$ cat src/pkg/ctm_pkg.sv
`default_nettype none
package ctm_pkg;
  // clock and bus-silence timing
  localparam int CLK_PERIOD_NS = 40;
  localparam int SILENCE_TIME_US = 1000;
  localparam int SILENCE_CYCLES = (SILENCE_TIME_US * 1000 + CLK_PERIOD_NS - 1) / CLK_PERIOD_NS;

  // chip operating mode codes
  localparam logic [2:0] MC_OFF = 3'h0;
  localparam logic [2:0] MC_SLEEP = 3'h1;
  localparam logic [2:0] MC_OVERTEMP = 3'h2;
  localparam logic [2:0] MC_RESET = 3'h3;
  localparam logic [2:0] MC_STANDBY = 3'h4;
  localparam logic [2:0] MC_NORMAL = 3'h7;

  // can mode select codes
  localparam logic [1:0] SEL_OFFLINE = 2'h0;
  localparam logic [1:0] SEL_ACT_UV = 2'h1;
  localparam logic [1:0] SEL_ACT_NOUV = 2'h2;
  localparam logic [1:0] SEL_LISTEN = 2'h3;

  // register byte offsets
  localparam logic [7:0] OFS_CTRL = 8'h00;
  localparam logic [7:0] OFS_STATUS = 8'h04;
  localparam logic [7:0] OFS_EVENT = 8'h08;

  // field positions and reset values
  localparam int CTRL_SEL_LSB = 0;
  localparam int CTRL_CWE_BIT = 2;
  localparam int ST_CTS_BIT = 7;
  localparam int ST_SILENT_BIT = 3;
  localparam int ST_VCS_BIT = 1;
  localparam int ST_MODE_LSB = 8;
  localparam int EV_WAKE_BIT = 0;
  localparam logic [1:0] SEL_RST = 2'h0;
  localparam logic CWE_RST = 1'b0;

  // axi responses
  localparam logic [1:0] RESP_OKAY = 2'h0;
  localparam logic [1:0] RESP_SLVERR = 2'h2;

  typedef enum logic [2:0] {
    CTM_OFF,
    CTM_OFFLINE,
    CTM_OFFLINE_BIAS,
    CTM_LISTEN,
    CTM_ACTIVE
  } ctm_state_e;
endpackage
`default_nettype wire

$ cat src/rtl/ctm_silence_timer.sv
`default_nettype none
module ctm_silence_timer #(
  parameter int LIMIT = 25000
) (
  input wire logic clk,
  input wire logic srst,
  input wire logic bus_edge,
  output logic silent
);
  localparam int CW = $clog2(LIMIT + 1);

  logic [CW-1:0] count_r;
  logic [CW-1:0] count_nxt;
  logic silent_r;
  logic silent_nxt;

  generate
    if (LIMIT < 1) begin : g_bad
      $error("silence limit must be at least one cycle");
    end
  endgenerate

  // every bus edge restarts the count; it saturates at the limit
  always_comb begin
    count_nxt = count_r;
    if (bus_edge) begin
      count_nxt = '0;
    end else if (count_r < CW'(LIMIT)) begin
      count_nxt = count_r + CW'(1);
    end
    silent_nxt = (count_nxt >= CW'(LIMIT));
  end

  // start silent-free: the bus counts as active right after reset
  always_ff @(posedge clk) begin
    if (srst) begin
      count_r <= '0;
      silent_r <= 1'b0;
    end else begin
      count_r <= count_nxt;
      silent_r <= silent_nxt;
    end
  end

  assign silent = silent_r;
endmodule
`default_nettype wire

$ cat src/rtl/ctm_mode_ctrl.sv
// Local design decisions: register access over AXI4-Lite and the placing of the registers.
`default_nettype none
//////////////////////////////////////////////////////////////////////////////
// What this block does
// - mode select honoured only in normal; standby or sleep force offline or bias.
// - select 01 and 10 both request active mode.
// - select 01 drops active when regulator falls below can undervoltage.
// - select 10 ignores undervoltage; chip reset then drops the transceiver.
// - active only in normal, select 01 or 10, matching supply good.
// - transmit input low on active request gives listen until it rises.
// - normal with select 11 gives listen-only: transmitter off, receiver on.
// - listen held while select 01 and regulator below 90 percent.
// - offline grounds bus; wake watched only with wake enable set.
// - bus activity in offline moves to offline bias.
// - offline bias returns to offline after bus-silence timeout.
// - active or listen leave on reset, standby, sleep or select 00.
// - leaving goes offline if silent, else through offline bias.
// - leaving off or overtemp into reset enters offline.
// - wake pattern or normal active select with low can supply gives bias.
// - bus biased mid-level throughout active and listen.
// - readable status bit shows active mode.
// - off or overtemp or battery low switches transceiver fully off.
// - off exits to offline once battery good and chip mode allows.
// - valid wake pattern sets wake flag and drives receive output low.
module ctm_mode_ctrl
  import ctm_pkg::*;
#(
  parameter int ADDR_W = 8,
  parameter int SILENCE_LIMIT = SILENCE_CYCLES
) (
  input wire logic clk,
  input wire logic srst,
  input wire logic [ADDR_W-1:0] s_axi_awaddr,
  input wire logic s_axi_awvalid,
  output logic s_axi_awready,
  input wire logic [31:0] s_axi_wdata,
  input wire logic [3:0] s_axi_wstrb,
  input wire logic s_axi_wvalid,
  output logic s_axi_wready,
  output logic [1:0] s_axi_bresp,
  output logic s_axi_bvalid,
  input wire logic s_axi_bready,
  input wire logic [ADDR_W-1:0] s_axi_araddr,
  input wire logic s_axi_arvalid,
  output logic s_axi_arready,
  output logic [31:0] s_axi_rdata,
  output logic [1:0] s_axi_rresp,
  output logic s_axi_rvalid,
  input wire logic s_axi_rready,
  input wire logic [2:0] chip_mode_field,
  input wire logic txd,
  input wire logic bus_rx,
  input wire logic bat_low,
  input wire logic main_regulator_output_low,
  input wire logic main_regulator_output_reset,
  input wire logic can_supply_voltage_low,
  input wire logic wake_pattern,
  output logic rxd,
  output logic tx_enable,
  output logic bias_mid,
  output logic bias_gnd,
  output logic can_off
);
  generate
    if (ADDR_W < 4 || ADDR_W > 8) begin : g_bad
      $error("ADDR_W must lie between 4 and 8");
    end
  endgenerate

  // register word select, shared by read and write decode
  function automatic logic reg_hit(input logic [ADDR_W-1:0] addr, input logic [7:0] ofs);
    reg_hit = (addr[ADDR_W-1:2] == ofs[ADDR_W-1:2]);
  endfunction

  //////////////////////////////////////////////////////////////////////////////
  // pin synchronisers: two flops before any logic looks at a pin
  localparam int NPIN = 7;
  logic [NPIN-1:0] pin_in;
  logic [NPIN-1:0] sync2_r;
  logic [1:0] dly_r;

  assign pin_in = {wake_pattern, can_supply_voltage_low, main_regulator_output_reset,
                   main_regulator_output_low, bat_low, bus_rx, txd};

  genvar gi;
  generate
    for (gi = 0; gi < NPIN; gi++) begin : g_sync
      // each pin keeps its own pair of flops, so no vector has several writers
      logic s1_r;
      logic s2_r;
      always_ff @(posedge clk) begin
        if (srst) begin
          s1_r <= 1'b1;
          s2_r <= 1'b1;
        end else begin
          s1_r <= pin_in[gi];
          s2_r <= s1_r;
        end
      end
      assign sync2_r[gi] = s2_r;
    end
  endgenerate

  // one more stage for edge detection on bus and wake lines
  always_ff @(posedge clk) begin
    if (srst) begin
      dly_r <= 2'h3;
    end else begin
      dly_r <= {sync2_r[6], sync2_r[1]};
    end
  end

  logic txd_s, bus_s, bat_low_s, mreg_low_s, mreg_rst_s, can_supply_voltage_low_s, wake_s;
  assign {wake_s, can_supply_voltage_low_s, mreg_rst_s, mreg_low_s, bat_low_s, bus_s, txd_s} = sync2_r;

  //////////////////////////////////////////////////////////////////////////////
  // decoded conditions
  logic [1:0] sel_r;
  logic cwe_r;
  logic wake_flag_r;
  ctm_state_e state_r;
  ctm_state_e state_nxt;
  logic silent;
  logic bus_edge;
  logic wake_hit;
  logic normal;
  logic act_sel;
  logic act_ok;
  logic listen_req;
  logic hold_listen;
  logic uv_bias;
  logic force_off;

  assign bus_edge = bus_s ^ dly_r[0];
  assign normal = (chip_mode_field == MC_NORMAL);
  assign act_sel = (sel_r == SEL_ACT_UV) || (sel_r == SEL_ACT_NOUV);
  assign act_ok = normal && act_sel && ((sel_r == SEL_ACT_UV) ? !mreg_low_s : !mreg_rst_s);
  assign listen_req = normal && (sel_r == SEL_LISTEN);
  // listen kept under 90 percent with select 01
  assign hold_listen = (state_r == CTM_LISTEN) && normal && (sel_r == SEL_ACT_UV) && mreg_low_s;
  // low can supply while active requested
  assign uv_bias = normal && act_sel && can_supply_voltage_low_s;
  assign force_off = bat_low_s || (chip_mode_field == MC_OFF) || (chip_mode_field == MC_OVERTEMP);
  // wake only seen in offline with wake enable
  assign wake_hit = (state_r == CTM_OFFLINE) && cwe_r && wake_s && !dly_r[1];

  ctm_silence_timer #(
    .LIMIT(SILENCE_LIMIT)
  ) u_silence (
    .clk(clk),
    .srst(srst),
    .bus_edge(bus_edge),
    .silent(silent)
  );

  //////////////////////////////////////////////////////////////////////////////
  // transceiver mode state machine; txd only gates entry, so dominant bits
  // sent while active never push the transceiver back to listen
  always_comb begin
    state_nxt = state_r;
    if (force_off) begin
      state_nxt = CTM_OFF;
    end else begin
      case (state_r)
        CTM_OFF: begin
          state_nxt = CTM_OFFLINE;
        end
        CTM_ACTIVE, CTM_LISTEN: begin
          if (act_ok) begin
            state_nxt = (state_r == CTM_ACTIVE || txd_s) ? CTM_ACTIVE : CTM_LISTEN;
          end else if (listen_req || hold_listen) begin
            state_nxt = CTM_LISTEN;
          end else begin
            state_nxt = silent ? CTM_OFFLINE : CTM_OFFLINE_BIAS;
          end
        end
        CTM_OFFLINE: begin
          if (act_ok) begin
            state_nxt = txd_s ? CTM_ACTIVE : CTM_LISTEN;
          end else if (listen_req) begin
            state_nxt = CTM_LISTEN;
          end else if (wake_hit || bus_edge || uv_bias) begin
            state_nxt = CTM_OFFLINE_BIAS;
          end
        end
        CTM_OFFLINE_BIAS: begin
          if (act_ok) begin
            state_nxt = txd_s ? CTM_ACTIVE : CTM_LISTEN;
          end else if (listen_req) begin
            state_nxt = CTM_LISTEN;
          // silence returns to offline; held while a low supply would pull it straight back
          end else if (silent && !uv_bias) begin
            state_nxt = CTM_OFFLINE;
          end
        end
        default: begin
          state_nxt = CTM_OFF;
        end
      endcase
    end
  end

  always_ff @(posedge clk) begin
    if (srst) begin
      state_r <= CTM_OFF;
    end else begin
      state_r <= state_nxt;
    end
  end

  //////////////////////////////////////////////////////////////////////////////
  // pin outputs, registered from the next state so they line up with state_r
  logic rxd_r, tx_en_r, bias_mid_r, bias_gnd_r, off_r, cts_r;
  logic rxd_nxt, tx_en_nxt, bias_mid_nxt, bias_gnd_nxt, off_nxt, cts_nxt;
  logic wake_flag_nxt;

  always_comb begin
    // mid-level bias in active, listen and offline bias
    bias_mid_nxt = (state_nxt == CTM_ACTIVE) || (state_nxt == CTM_LISTEN) || (state_nxt == CTM_OFFLINE_BIAS);
    bias_gnd_nxt = (state_nxt == CTM_OFFLINE);
    tx_en_nxt = (state_nxt == CTM_ACTIVE);
    off_nxt = (state_nxt == CTM_OFF);
    cts_nxt = (state_nxt == CTM_ACTIVE);
    // outside active and listen, receive output pulled low while the wake flag stands
    if ((state_nxt == CTM_ACTIVE) || (state_nxt == CTM_LISTEN)) begin
      rxd_nxt = bus_s;
    end else begin
      rxd_nxt = !wake_flag_nxt;
    end
  end

  always_ff @(posedge clk) begin
    if (srst) begin
      rxd_r <= 1'b1;
      tx_en_r <= 1'b0;
      bias_mid_r <= 1'b0;
      bias_gnd_r <= 1'b0;
      off_r <= 1'b1;
      cts_r <= 1'b0;
    end else begin
      rxd_r <= rxd_nxt;
      tx_en_r <= tx_en_nxt;
      bias_mid_r <= bias_mid_nxt;
      bias_gnd_r <= bias_gnd_nxt;
      off_r <= off_nxt;
      cts_r <= cts_nxt;
    end
  end

  assign rxd = rxd_r;
  assign tx_enable = tx_en_r;
  assign bias_mid = bias_mid_r;
  assign bias_gnd = bias_gnd_r;
  assign can_off = off_r;

  //////////////////////////////////////////////////////////////////////////////
  // axi4-lite slave: one write and one read in flight, read answered one cycle later, write two cycles later
  logic awready_r, wready_r, bvalid_r, arready_r, rvalid_r;
  logic awready_nxt, wready_nxt, bvalid_nxt, arready_nxt, rvalid_nxt;
  logic have_aw_r, have_w_r, have_aw_nxt, have_w_nxt;
  logic [ADDR_W-1:0] waddr_r, waddr_nxt;
  logic [31:0] wdata_r, wdata_nxt, rdata_r, rdata_nxt;
  logic [3:0] wstrb_r, wstrb_nxt;
  logic [1:0] bresp_r, bresp_nxt, rresp_r, rresp_nxt, sel_nxt;
  logic cwe_nxt;
  logic do_write;
  logic wake_clr;

  always_comb begin
    have_aw_nxt = have_aw_r || (s_axi_awvalid && awready_r);
    have_w_nxt = have_w_r || (s_axi_wvalid && wready_r);
    waddr_nxt = (s_axi_awvalid && awready_r) ? s_axi_awaddr : waddr_r;
    wdata_nxt = (s_axi_wvalid && wready_r) ? s_axi_wdata : wdata_r;
    wstrb_nxt = (s_axi_wvalid && wready_r) ? s_axi_wstrb : wstrb_r;
    do_write = have_aw_r && have_w_r && !bvalid_r;
    bvalid_nxt = bvalid_r && !s_axi_bready;
    bresp_nxt = bresp_r;
    sel_nxt = sel_r;
    cwe_nxt = cwe_r;
    wake_clr = 1'b0;
    if (do_write) begin
      have_aw_nxt = 1'b0;
      have_w_nxt = 1'b0;
      bvalid_nxt = 1'b1;
      bresp_nxt = RESP_OKAY;
      if (reg_hit(waddr_r, OFS_CTRL)) begin
        if (wstrb_r[0]) begin
          sel_nxt = wdata_r[CTRL_SEL_LSB +: 2];
          cwe_nxt = wdata_r[CTRL_CWE_BIT];
        end
      end else if (reg_hit(waddr_r, OFS_EVENT)) begin
        wake_clr = wstrb_r[0] && wdata_r[EV_WAKE_BIT];
      end else if (!reg_hit(waddr_r, OFS_STATUS)) begin
        bresp_nxt = RESP_SLVERR;
      end
    end
    awready_nxt = !have_aw_nxt;
    wready_nxt = !have_w_nxt;
    // set wins over a clear in the same cycle
    wake_flag_nxt = (wake_flag_r && !wake_clr) || wake_hit;
    // read channel
    rvalid_nxt = rvalid_r && !s_axi_rready;
    rdata_nxt = rdata_r;
    rresp_nxt = rresp_r;
    if (s_axi_arvalid && arready_r) begin
      rvalid_nxt = 1'b1;
      rdata_nxt = '0;
      rresp_nxt = RESP_OKAY;
      if (reg_hit(s_axi_araddr, OFS_CTRL)) begin
        rdata_nxt[CTRL_SEL_LSB +: 2] = sel_r;
        rdata_nxt[CTRL_CWE_BIT] = cwe_r;
      end else if (reg_hit(s_axi_araddr, OFS_STATUS)) begin
        rdata_nxt[ST_CTS_BIT] = cts_r;
        rdata_nxt[ST_SILENT_BIT] = silent;
        rdata_nxt[ST_VCS_BIT] = can_supply_voltage_low_s;
        rdata_nxt[ST_MODE_LSB +: 3] = state_r;
      end else if (reg_hit(s_axi_araddr, OFS_EVENT)) begin
        rdata_nxt[EV_WAKE_BIT] = wake_flag_r;
      end else begin
        rresp_nxt = RESP_SLVERR;
      end
    end
    arready_nxt = !rvalid_nxt;
  end

  always_ff @(posedge clk) begin
    if (srst) begin
      awready_r <= 1'b0;
      wready_r <= 1'b0;
      bvalid_r <= 1'b0;
      arready_r <= 1'b0;
      rvalid_r <= 1'b0;
      have_aw_r <= 1'b0;
      have_w_r <= 1'b0;
      waddr_r <= '0;
      wdata_r <= 32'h0000_0000;
      wstrb_r <= 4'h0;
      rdata_r <= 32'h0000_0000;
      bresp_r <= RESP_OKAY;
      rresp_r <= RESP_OKAY;
      sel_r <= SEL_RST;
      cwe_r <= CWE_RST;
      wake_flag_r <= 1'b0;
    end else begin
      awready_r <= awready_nxt;
      wready_r <= wready_nxt;
      bvalid_r <= bvalid_nxt;
      arready_r <= arready_nxt;
      rvalid_r <= rvalid_nxt;
      have_aw_r <= have_aw_nxt;
      have_w_r <= have_w_nxt;
      waddr_r <= waddr_nxt;
      wdata_r <= wdata_nxt;
      wstrb_r <= wstrb_nxt;
      rdata_r <= rdata_nxt;
      bresp_r <= bresp_nxt;
      rresp_r <= rresp_nxt;
      sel_r <= sel_nxt;
      cwe_r <= cwe_nxt;
      wake_flag_r <= wake_flag_nxt;
    end
  end

  assign s_axi_awready = awready_r;
  assign s_axi_wready = wready_r;
  assign s_axi_bvalid = bvalid_r;
  assign s_axi_bresp = bresp_r;
  assign s_axi_arready = arready_r;
  assign s_axi_rvalid = rvalid_r;
  assign s_axi_rdata = rdata_r;
  assign s_axi_rresp = rresp_r;
endmodule
`default_nettype wire

$ cat config.mk
export PLATFORM = sky130hd
export DESIGN_NAME = ctm_mode_ctrl
export DESIGN_NICKNAME = d
export VERILOG_FILES = /design/src/pkg/ctm_pkg.sv /design/src/rtl/ctm_silence_timer.sv /design/src/rtl/ctm_mode_ctrl.sv
export SDC_FILE = /design/constraint.sdc
export NUM_CORES = 1
export LEC_CHECK = 0
export BUFFER_PORTS_ARGS = -buffer_cell sky130_fd_sc_hd__buf_4
export CORE_AREA = 8 8 100 84
export DETAILED_ROUTE_END_ITERATION = 8
export DIE_AREA = 0 0 108 92
export PLACE_DENSITY_LB_ADDON = 0.05
export SETUP_SLACK_MARGIN = 0.4
export SKIP_LAST_GASP = 1
export SLEW_MARGIN = 20
export SYNTH_ARGS = -nofsm -noshare
export SYNTH_HDL_FRONTEND = slang
export SYNTH_SLANG_ARGS = --single-unit
$ cat constraint.sdc
create_clock -name clk -period 3 [get_ports clk]
set_input_delay 0.3 -clock clk [delete_from_list [all_inputs] [get_ports clk]]
set_output_delay 0.3 -clock clk [all_outputs]
set_load 0.01 [all_outputs]
Yosys cells after proc, flatten, opt, wreduce, memory -nomap -nowiden:

Cells that the tools add are included.

* output and inout bits: 46
* bits in registers: 75

* order comparisons: 2
* reduce and logical (&&, ||, !) cells: 51
* multiplexer cells: 39
* $add $sub $neg: 1
* equal/unequal tests: 17
* bitwise logic cells: 1

Operators with widths (number)
* 2-to-1 mux 15 bit: 2
* 2-to-1 mux 3 bit: 10
* logical AND 1 bit: 20
* 2-to-1 mux 2 bit: 9
* adder 15 x 1 -> 15 bit (second input constant): 1
* == test 3 x 2 -> 1 bit (second input constant): 5
* greater-or-equal comparator 15 bit (second input constant): 1
* less-than comparator 15 bit (second input constant): 1
* 2-to-1 mux 1 bit: 15
* == test 6 x 1 -> 1 bit (second input constant): 2
* == test 6 x 2 -> 1 bit (second input constant): 2
* zero test 1 bit: 12
* zero test 6 bit: 2
* logical OR 1 bit: 12
* case mux 3 bit (4 select lines): 1
* == test 3 bit (second input constant): 3
* zero test 3 bit: 3
* 2-to-1 mux 4 bit: 2
* == test 3 x 1 -> 1 bit (second input constant): 2
* == test 2 bit (second input constant): 2
* AND reduction 3 bit: 1
* == test 2 x 1 -> 1 bit (second input constant): 1
* OR reduction 2 bit: 1
* XOR 1 bit: 1

Longest topological paths before layout:

Gate-level depths: netlist of the first run.

* depth after elaboration: 14
* depth in mapped cells: 9
* depth with buffers taken out: 9

Cells and area by module:

From an unflattened synthesis of the first run, not the netlist that was laid out.

* cell total of the unflattened synthesis: 361
* area total of the unflattened synthesis: 3195.6 um^2

Modules (own cells, without submodules)
* ctm_mode_ctrl: area an instance 2308.5 um^2, instances 1, cells each 260, sequential area each 1101.1 um^2
* ctm_silence_timer: area an instance 887.1 um^2, instances 1, cells each 101, sequential area each 320.3 um^2

Worst setup path after synthesis of the first run:

No wires, ideal clock.

* path type: flip-flop to flip-flop
* start: reg u_silence.count_r[11]
* end: reg u_silence.silent_r (netlist: u_silence.silent)
* path slack: 0.756 ns
* library setup time: 0.120 ns
* period minus slack after synthesis: 2.244 ns
* cell stages (with the launch flop): 9
* data arrival time: 2.125 ns
* required time: 2.880 ns
* path through: dfxtp_1 > buf_6 > or4_4 > nor3_2 > nor2_2 > nor4_4 > nand3_1 > o21a_1 > o31a_1

* cells in the longest elaborated chain, start to end: 4
* elaborated cells on any way between the ends: 5
* classes of those cells: add/sub (1); order compare (2); mux (2)

RTL lines
* from (decl): RTL line ctm_silence_timer.sv:12 `logic [CW-1:0] count_r;`
* from (signal assigned): RTL line ctm_silence_timer.sv:40 `count_r <= count_nxt;`
* adder 15 x 1 -> 15 bit / less-than comparator 15 bit (equally long branches): RTL line ctm_silence_timer.sv:29, ctm_silence_timer.sv:28
* 2-to-1 mux 15 bit (*): RTL line ctm_silence_timer.sv:28 `end else if (count_r < CW'(LIMIT)) begin`
* 2-to-1 mux 15 bit (*): RTL line ctm_silence_timer.sv:26 `if (bus_edge) begin`
* greater-or-equal comparator 15 bit (*): RTL line ctm_silence_timer.sv:31 `silent_nxt = (count_nxt >= CW'(LIMIT));`
* to (signal assigned): RTL line ctm_silence_timer.sv:41 `silent_r <= silent_nxt;`
* to (decl): RTL line ctm_silence_timer.sv:14 `logic silent_r;`

Every way passes the cells marked *; elsewhere a longest branch is shown, timed or not.
A chain may end at the register's enable or synchronous reset.

Worst setup path after layout of the first run:

* start: reg sel_r[0]
* end: reg rxd_r (netlist: rxd)

* cells in the longest elaborated chain, start to end: 14
* elaborated cells on any way between the ends: 29
* classes of those cells: eq/ne (5); mux (12); reduce/logical (12)

RTL lines
* from (decl): RTL line ctm_mode_ctrl.sv:118 `logic [1:0] sel_r;`
* from (signal assigned): RTL line ctm_mode_ctrl.sv:358 `sel_r <= sel_nxt;`
* == test 2 x 1 -> 1 bit / == test 2 bit (equally long branches): RTL line ctm_mode_ctrl.sv:136, ctm_mode_ctrl.sv:137, ctm_mode_ctrl.sv:140
* logical OR 1 bit: RTL line ctm_mode_ctrl.sv:136 `assign act_sel = (sel_r == SEL_ACT_UV) || (sel_r == SEL_ACT_NOUV);`
* logical AND 1 bit: RTL line ctm_mode_ctrl.sv:137, ctm_mode_ctrl.sv:142
* logical AND 1 bit: RTL line ctm_mode_ctrl.sv:142 `assign uv_bias = normal && act_sel && can_supply_voltage_low_s;`
* zero test 1 bit: RTL line ctm_mode_ctrl.sv:192 `end else if (silent && !uv_bias) begin`
* logical AND 1 bit: RTL line ctm_mode_ctrl.sv:192
* 2-to-1 mux 3 bit: RTL line ctm_mode_ctrl.sv:192
* 2-to-1 mux 3 bit: RTL line ctm_mode_ctrl.sv:189 `end else if (listen_req) begin`
* 2-to-1 mux 3 bit: RTL line ctm_mode_ctrl.sv:187 `if (act_ok) begin`
* case mux 3 bit (4 select lines) (*): RTL line ctm_mode_ctrl.sv:164 `case (state_r)`
* 2-to-1 mux 3 bit (*): RTL line ctm_mode_ctrl.sv:161 `if (force_off) begin`
* == test 3 bit / == test 3 x 2 -> 1 bit (equally long branches): RTL line ctm_mode_ctrl.sv:225 `if ((state_nxt == CTM_ACTIVE) || (state_nxt == CTM_LISTEN)) begin`
* logical OR 1 bit (*): RTL line ctm_mode_ctrl.sv:225
* 2-to-1 mux 1 bit (*): RTL line ctm_mode_ctrl.sv:225
* to (signal assigned): RTL line ctm_mode_ctrl.sv:241 `rxd_r <= rxd_nxt;`
* to (decl): RTL line ctm_mode_ctrl.sv:213 `logic rxd_r, tx_en_r, bias_mid_r, bias_gnd_r, off_r, cts_r;`

Marks and branches as above.

==> impl_metrics.toml, run 1 <==
[critical_path]
cp-start-kind = "flip-flop"
critPathKind = "flip-flop to flip-flop"
path_cells = "ha_1 > mux2i_2 > a21oi_1 > o32ai_1 > o221ai_2 > or2_2 > a21oi_2 > mux2i_1"
critPathArrivalTime_ps = 2710
crit_fanout = 5
required_ps = 3270
cpMaxStageDelayCell = "dfxtp_1"
critPathTopFamily = "compound AO/OA/AOI/OAI gates"
cp-end-kind = "flip-flop"
timing.critical_path.buf_inv = 0
critPathMaxStageDelay_ps = 390

[timing]
setup_ws_ps = 557
rsz0062_at_grt = "false"
finalMaxSlewViolations = 0
final.period_utilization = 0.814
fmax_mhz = 409
hold_viol_final = 0
relSlewSlack = 0.599
tns_ps = 0
layout_min_cycle_time_ps = 2440
setup_viol = 0
worst_pin_slew_ps = 602
worst_clock_skew_ps = 11.6

[place]
dp_cells = 496
dp_slack_ps = 441
globalplace.congestion = 0.835
io_buffer_count = 52
hpwl_um = 4990

[yosys]
ys_warn_count = 0
synth_top_family_by_area = "simple AND/OR/NAND/NOR gates"
synth_top_area_cell = "dfxtp_1"
yosysSeqAreaShare = 0.443
synthCells = 371
yosysTopAreaCellShare = 0.443
ys.flop_type = "dfxtp_1"
synth-seq-cells = 71
netlist_area_um2 = 3210
synthMuxAreaShare = 0.0218
synth-xor-area-share = 0.0464
ys_types = 52
synth_fa_ha_area_frac = 0.0148
synth_compound_area_frac = 0.123
yosys.area_share.simple = 0.261
synthTopCellsByArea = "dfxtp_1 (44%), buf_4 (6.1%), nor2_1 (6.0%)"
avgSynthCellArea_um2 = 8.65
synth_edf_count = 0
ys_async_sr_fraction = 0

[cts]
clk_latency_ps = 350
cts_sinks = 71
hold_buffers = 0
cts_tree = "done"
htreeDepth = 3
cts_setup_buffers = 0
cts.path.max_buffers = 2
cts_resized = 0
numCtsBuffers = 9
cts_root_buffer = "clkbuf_8"
cts.clk_slew.worst_paths_ps = 90

[drt]
drt.antenna.violating_nets = 0
drc = 0
routed_wl_um = 6800
dr.pass1.iters = 4
wl_per_cell_um = 13.3
viasPerCell = 5.02
vias = 2568
dr.first_iter.drc_count = 117

[grt]
gr-total-overflow = 0
grt_max_degree = 54
antenna_found_initial = 0
grt_pass1_vias = 2479
grt_pass1_wl_um = 11200
grtUsageTotal = 0.139

[final_layout]
multi_input_area_um2 = 1620
layout.nets = 492
area_growth_pct = 17.9
antennaDiodeCount = 0
drive_gt1_frac = 0.233
seqCellArea_um2 = 1420
fin_cells = 512
fillers = 620

[power_and_ir_drop]
cellPowerDensity_nw_per_um2 = 504
max-vdd-ir-drop_mv = 0.282
power_leakage_nw = 1.50
power.total_mw = 1.91

[die]
chipWidth_um = 108
initial_utilization = 0.477
design.core.area_um2 = 6720
std_cell_rows = 27
die_height_um = 92
io_pins = 115
dieArea_um2 = 9940

[status]
status = "completed"

[job]
max_cap_viol_count = 0

[hold_path]
hp-class = "input pin to flip-flop"
## synth_stat cells (2+ instances only)
master / number
dfxtp_1: 71
nor2_1: 51
nand2_1: 29
buf_4: 26
a21oi_1: 24
nand3_1: 19
or2_2: 19
clkbuf_1: 12
xnor2_1: 10
inv_1: 8
a22oi_1: 7
mux2i_1: 7
o21ai_0: 7
xor2_1: 7
nor3_1: 6
nand2b_1: 5
nand4_1: 5
nor3b_1: 4
nor4_1: 4
a32oi_1: 3
and2_1: 3
ha_1: 3
nand3b_1: 3
o21a_1: 3
a211oi_1: 2
a31oi_1: 2
and3b_1: 2
and4_1: 2
and4b_1: 2
o2111ai_1: 2
o32ai_1: 2
## routing by layer
layer	part of all wire	vias up	global-route usage
met5	0	-	0
met4	0.0090	0	0.0461
met3	0.069	6	0.0531
met2	0.44	64	0.209
met1	0.48	1165	0.179
li1	-	1333	-
## placed cells by master, fill, tap and decap left out, types with 3 or more instances in the layout
master	n
dfxtp_1	71
nor4_1	4
conb_1	26
xnor2_1	10
xor2_1	7
nand2b_1	5
a21oi_1	23
or2_2	19
nor3b_1	4
clkbuf_8	9
nor2_1	51
buf_4	53
nor3_1	6
nand2_1	28
o21ai_0	7
and2_1	3
nand3_1	19
o21a_1	3
nand3b_1	3
inv_1	8
mux2i_1	6
ha_1	3
nand4_1	5
a22oi_1	7
## layout make-up
class                      instances  area share
clock buffer                       9      0.0327
clock inverter                     7      0.0212
inverter                           8     0.00794
multi-input combinational        277       0.428
sequential                        71       0.376
tap                               87      0.0288
timing repair buffer              53       0.105
## final timing paths
check                 startpoint                        to  slack (ps)  cells after the start
hold reg to reg   g_sync[5].s1_r  can_supply_voltage_low_s         410                      1
hold / removal      wake_pattern            g_sync[6].s1_r         120                      2
setup / recovery        sel_r[0]                       rxd         560                      8
setup reg to reg        sel_r[0]                       rxd         560                      8
## metrics by stage
step / util / hold WS [ps] / cell area (µm²)
floorplan: - / 389 / 3300
global placement: 0.529 / 397 / 3550
detailed placement: 0.529 / 392 / 3550
CTS: 0.559 / 112 / 3760
global route: 0.563 / 106 / 3780
finish: 0.563 / 124 / 3780
## power by group
group	switching (mW)	total (mW)	internal, mW
Clock	0.378	0.770	0.392
Sequential	0.0203	0.991	0.971
Combinational	0.0793	0.145	0.0654
## sequential cells by signal (all words and copies together) (netlist names), 2 cells and up
register	cells
dly_r	2
g_sync.s1_r	7
g_sync.s2_r	4
s_axi_rdata	8
sel_r	2
state_r	3
u_silence.count_r	15
waddr_r	6
wdata_r	3
## kinds of logic (layout without fill, tap and decap cells)
logic type,after synthesis,in the layout
and+or+nand+nor,162,162
DFF,71,71
buffers and inverters,48,77
AOI/OAI and AO/OA,61,61
muxes,7,7
other,1,26
adders and majority gates,4,4
xor gates and xnor gates,17,17
Power figures use the tool's default switching activity.
==> run 2: changes to the inputs <==
==> constraint.sdc (replaced) <==
create_clock -name clk -period 2.5 [get_ports clk]
set_input_delay 0.25 -clock clk [delete_from_list [all_inputs] [get_ports clk]]
set_output_delay 0.25 -clock clk [all_outputs]
set_load 0.01 [all_outputs]
==> run 2 against run 1 <==
Against the previous run: register-to-register slack got worse by 190 ps; highest routed layer unchanged; setup slack got worse by 190 ps; final cell count rose by 2.9%; largest power group unchanged; global-route usage rose by 0.82 points; routed wire length rose by 5.8%; via count rose by 2.8%; utilization rose by 3.4 points.
==> impl_metrics.toml, run 2 (same netlist as run 1, synthesis figures left out) <==
[timing]
hold_viol_final = 0
tns_ps = 0
final.period_utilization = 0.852
relSlewSlack = 0.623
layout_min_cycle_time_ps = 2130
fmax_mhz = 470
timing.hold.ws_ps = 87.4
setup_viol = 0
rsz0062_at_grt = "true"
worst_pin_slew_ps = 562
finalMaxSlewViolations = 0
worst_clock_skew_ps = 12.2

[grt]
grt_pass1_vias = 2607
gr-total-overflow = 0
antenna_found_initial = 0
grtUsageTotal = 0.148
grt_max_degree = 54
grt_pass1_wl_um = 11900

[final_layout]
drive_gt1_frac = 0.291
fin_util = 0.597
antennaDiodeCount = 0
multi_input_area_um2 = 1700
layout.nets = 507
fillers = 609
regMostFlops = "u_silence.count_r"
final_common_cell = "buf_4"
final_cell_mix = "buf_4 (68), dfxtp_1 (66), nor2_1 (51)"
largest_register_ffs = 15
area_growth_pct = 25.0
seqCellArea_um2 = 1430
fin_area_um2 = 4010

[place]
io_buffer_count = 52
placed_cell_area_um2 = 3600
globalplace.congestion = 0.865
hpwl_um = 5100

[power_and_ir_drop]
p_int_mw = 1.82
seqPwrFrac = 0.499
switching_share = 0.237
p_switching_mw = 0.565
max-vdd-ir-drop_mv = 0.449
pwr-share-comb = 0.074
power_leakage_nw = 1.60
clkPwrFrac = 0.427
cellPowerDensity_nw_per_um2 = 594

[cts]
cts_sinks = 71
numCtsBuffers = 9
hold_buffers = 0
cts.clk_slew.worst_paths_ps = 80
cts_tree = "done"
clk_latency_ps = 340
htreeDepth = 3
cts.path.max_buffers = 2
cts_root_buffer = "clkbuf_8"

[die]
dieArea_um2 = 9940
die_height_um = 92
initial_utilization = 0.477
chipWidth_um = 108
io_pins = 115
design.core.area_um2 = 6720
std_cell_rows = 27

[critical_path]
required_ps = 2780
cp-end-kind = "flip-flop"
crit_fanout = 4
critPathArrivalTime_ps = 2410
cp-start-kind = "flip-flop"
critPathKind = "flip-flop to flip-flop"

[drt]
dr.first_iter.drc_count = 128
drc = 0
wl_per_cell_um = 13.6
dr.pass1.iters = 4
routed_wl_um = 7190
vias = 2641
viasPerCell = 5.01
drt.antenna.violating_nets = 0

[status]
status = "completed"

[hold_path]
hp-class = "input pin to flip-flop"

[job]
max_cap_viol_count = 0
[run 2: what timing repair did]
action | in CTS | in global routing
setup buffers | 11 | 0
pin swaps | 14 | 0
setup endpoints to repair | 5 | 6
hold endpoints to repair | 0 | 0
resized for setup | 22 | 3
[run 2: layer usage]
layer / track usage / share of wire
met1: 0.177 / 0.47
met3: 0.0552 / 0.065
met2: 0.237 / 0.46
met5: 0 / 0
met4: 0.0507 / 0.011
[run 2: metrics by stage]
stage                     std cells  total power [mW]  setup slack, ps
after floorplan                 396              1.34              402
after global placement          500              1.39              103
after detailed placement        500              1.39             76.0
after CTS                       527              2.42              381
after global routing            527              2.49              292
final                           527              2.38              371
[run 2: worst paths after layout]
check	startpoint	end	slack (ps)	cells after the start
min reg2reg	g_sync[5].s1_r	can_supply_voltage_low_s	400	1
min	wake_pattern	g_sync[6].s1_r	90	2
max reg2reg	u_silence.count_r[12]	u_silence.silent	370	7
max	u_silence.count_r[12]	u_silence.silent	370	7
[run 2: area by class of cell]
type                    count  share of cell area
clock inverters             7              0.0256
multi-input cells         277               0.425
flip-flops and latches     71               0.357
inverters                   8             0.00749
well taps                  87              0.0271
repair buffers             68               0.127
clock buffers               9              0.0309
[run 2: worst max-delay path, stage by stage (launching register included)]
cell	delay (ps)
dfxtp_4	350
or4_4	570
nor3_4	210
o21ai_1	180
o41ai_1	360
a22oi_1	130
nor2_1	120
o31a_1	150
[run 2: power groups by stage]
stage	clock network [mW]	logic, mW	registers, mW
floorplan	0	0.126	1.21
global placement	0	0.173	1.21
detailed placement	0	0.174	1.21
CTS	1.05	0.176	1.19
global route	1.10	0.197	1.19
finish	1.02	0.177	1.19
==> run 3: changes to the inputs <==
==> constraint.sdc (replaced) <==
create_clock -name clk -period 2.1 [get_ports clk]
set_input_delay 0.42 -clock clk [delete_from_list [all_inputs] [get_ports clk]]
set_output_delay 0.42 -clock clk [all_outputs]
set_load 0.01 [all_outputs]
==> run 3 against run 2 <==
Against the previous run: the flow now finishes with violations (setup timing); clock skew down 5.9 ps; sequential power up 19%; register-to-register slack got worse by 410 ps; count of clock-buffer cells in the layout is the same; non-clock buffer count is 31 higher; clock power increased by 17%; critical path depth increased by 2; critical endpoint is now rxd; largest cell class unchanged; largest power group unchanged.
==> impl_metrics.toml, run 3 (same netlist as run 1, synthesis figures left out) <==
[final_layout]
regMostFlops = "u_silence.count_r"
largest_register_ffs = 15
final_cell_mix = "buf_4 (85), dfxtp_1 (66), nor2_1 (46)"
fillers = 579
final_common_cell = "buf_4"
layout.nets = 538
seqCellArea_um2 = 1430
multi_input_area_um2 = 1850
drive_gt1_frac = 0.378
antennaDiodeCount = 0
fin_util = 0.659
area_growth_pct = 38.1
fin_cells = 558

[job]
max_cap_viol_count = 0

[grt]
grt_pass1_vias = 2651
grt_max_degree = 47
antenna_found_initial = 0
gr-total-overflow = 0
grtUsageTotal = 0.155
grt_pass1_wl_um = 12600

[critical_path]
cpMaxStageDelayCell = "dfxtp_2"
critPathTopFamily = "simple AND/OR/NAND/NOR gates"
critPathMaxStageDelay_ps = 350
critPathArrivalTime_ps = 2390
r2r_setup_slack_ps = -40
required_ps = 2360
cp-start-kind = "flip-flop"
cp-end-kind = "flip-flop"
path_cells = "inv_2 > ha_4 > and4b_2 > nand3_2 > a32oi_2 > o221ai_2 > or2_4 > a21oi_4 > mux2i_1"
crit_fanout = 3
critPathKind = "flip-flop to flip-flop"
timing.critical_path.buf_inv = 1

[cts]
cts_tree = "done"
numCtsBuffers = 9
cts_root_buffer = "clkbuf_8"
cts.path.max_buffers = 2
clk_latency_ps = 340
cts.clk_slew.worst_paths_ps = 80
cts_sinks = 71
htreeDepth = 3

[timing]
layout_min_cycle_time_ps = 2140
worst_clock_skew_ps = 6.31
setup_ws_ps = -35.3
hold_viol_final = 0
final.period_utilization = 1.02
setup_viol = 1
fmax_mhz = 468
rsz0062_at_grt = "true"
finalMaxSlewViolations = 0

[drt]
dr.pass1.iters = 4
viasPerCell = 4.96
drc = 0
dr.first_iter.drc_count = 102
wl_per_cell_um = 14.0
routed_wl_um = 7800
vias = 2767
drt.antenna.violating_nets = 0

[die]
design.core.area_um2 = 6720
dieArea_um2 = 9940
std_cell_rows = 27
chipWidth_um = 108
die_height_um = 92
initial_utilization = 0.477
io_pins = 115

[place]
globalplace.congestion = 0.808
io_buffer_count = 52
hpwl_um = 5500
dp_cells = 521

[power_and_ir_drop]
power.total_mw = 2.84
power_leakage_nw = 1.77
cellPowerDensity_nw_per_um2 = 641
max-vdd-ir-drop_mv = 0.525

[status]
status = "finished with violations"
violations = "setup timing"

[hold_path]
hp-class = "input pin to flip-flop"
[run 3: layer usage]
| layer | share of wire | global-route usage | vias to the layer above |
|---|---|---|---|
| met5 | 0 | 0 | - |
| met4 | 0.010 | 0.0404 | 0 |
| met3 | 0.062 | 0.0427 | 7 |
| met2 | 0.46 | 0.236 | 78 |
| met1 | 0.46 | 0.209 | 1262 |
| li1 | - | - | 1420 |
[run 3: timing repair]
item	in CTS	in global routing
pin swaps	6	12
buffers inserted	19	2
resized for setup	22	30
hold buffers	0	0
endpoints found under the setup margin	21	27
[run 3: where the power goes]
group | leakage (nW) | total, mW | internal [mW] | switching, mW
clock network | 0.102 | 1.19 | 0.670 | 0.522
logic | 1.09 | 0.233 | 0.108 | 0.125
registers | 0.582 | 1.42 | 1.39 | 0.0312
[run 3: path summary, 6_finish.rpt]
| path | startpoint | cells after the start | end |
|---|---|---|---|
| max | sel_r[1] | 9 | rxd |
| min | wake_pattern | 2 | g_sync[6].s1_r |
| min reg2reg | g_sync[1].s1_r | 1 | bus_s |
| max reg2reg | sel_r[1] | 9 | rxd |
[run 3: area by class of cell]
type / count / share of cell area
Clock buffer: 9 / 0.0280
Timing Repair Buffer: 99 / 0.180
Multi-Input combinational cell: 277 / 0.417
Tap cell: 87 / 0.0246
Clock inverter: 7 / 0.0217
Inverter: 8 / 0.00678
Sequential cell: 71 / 0.322
[run 3: metrics by stage]
step / worst slack [ps] / hold WS, ps / cell area (µm²) / TNS [ps]
finish: -35.3 / 255 / 4430 / -35.3
global route: -138 / 241 / 4430 / -466
CTS: 2.83 / 246 / 4280 / 0
detailed placement: -69.2 / 393 / 3820 / -75.2
global placement: -44.1 / 390 / 3820 / -46.6
floorplan: 53.3 / 389 / 3380 / 0
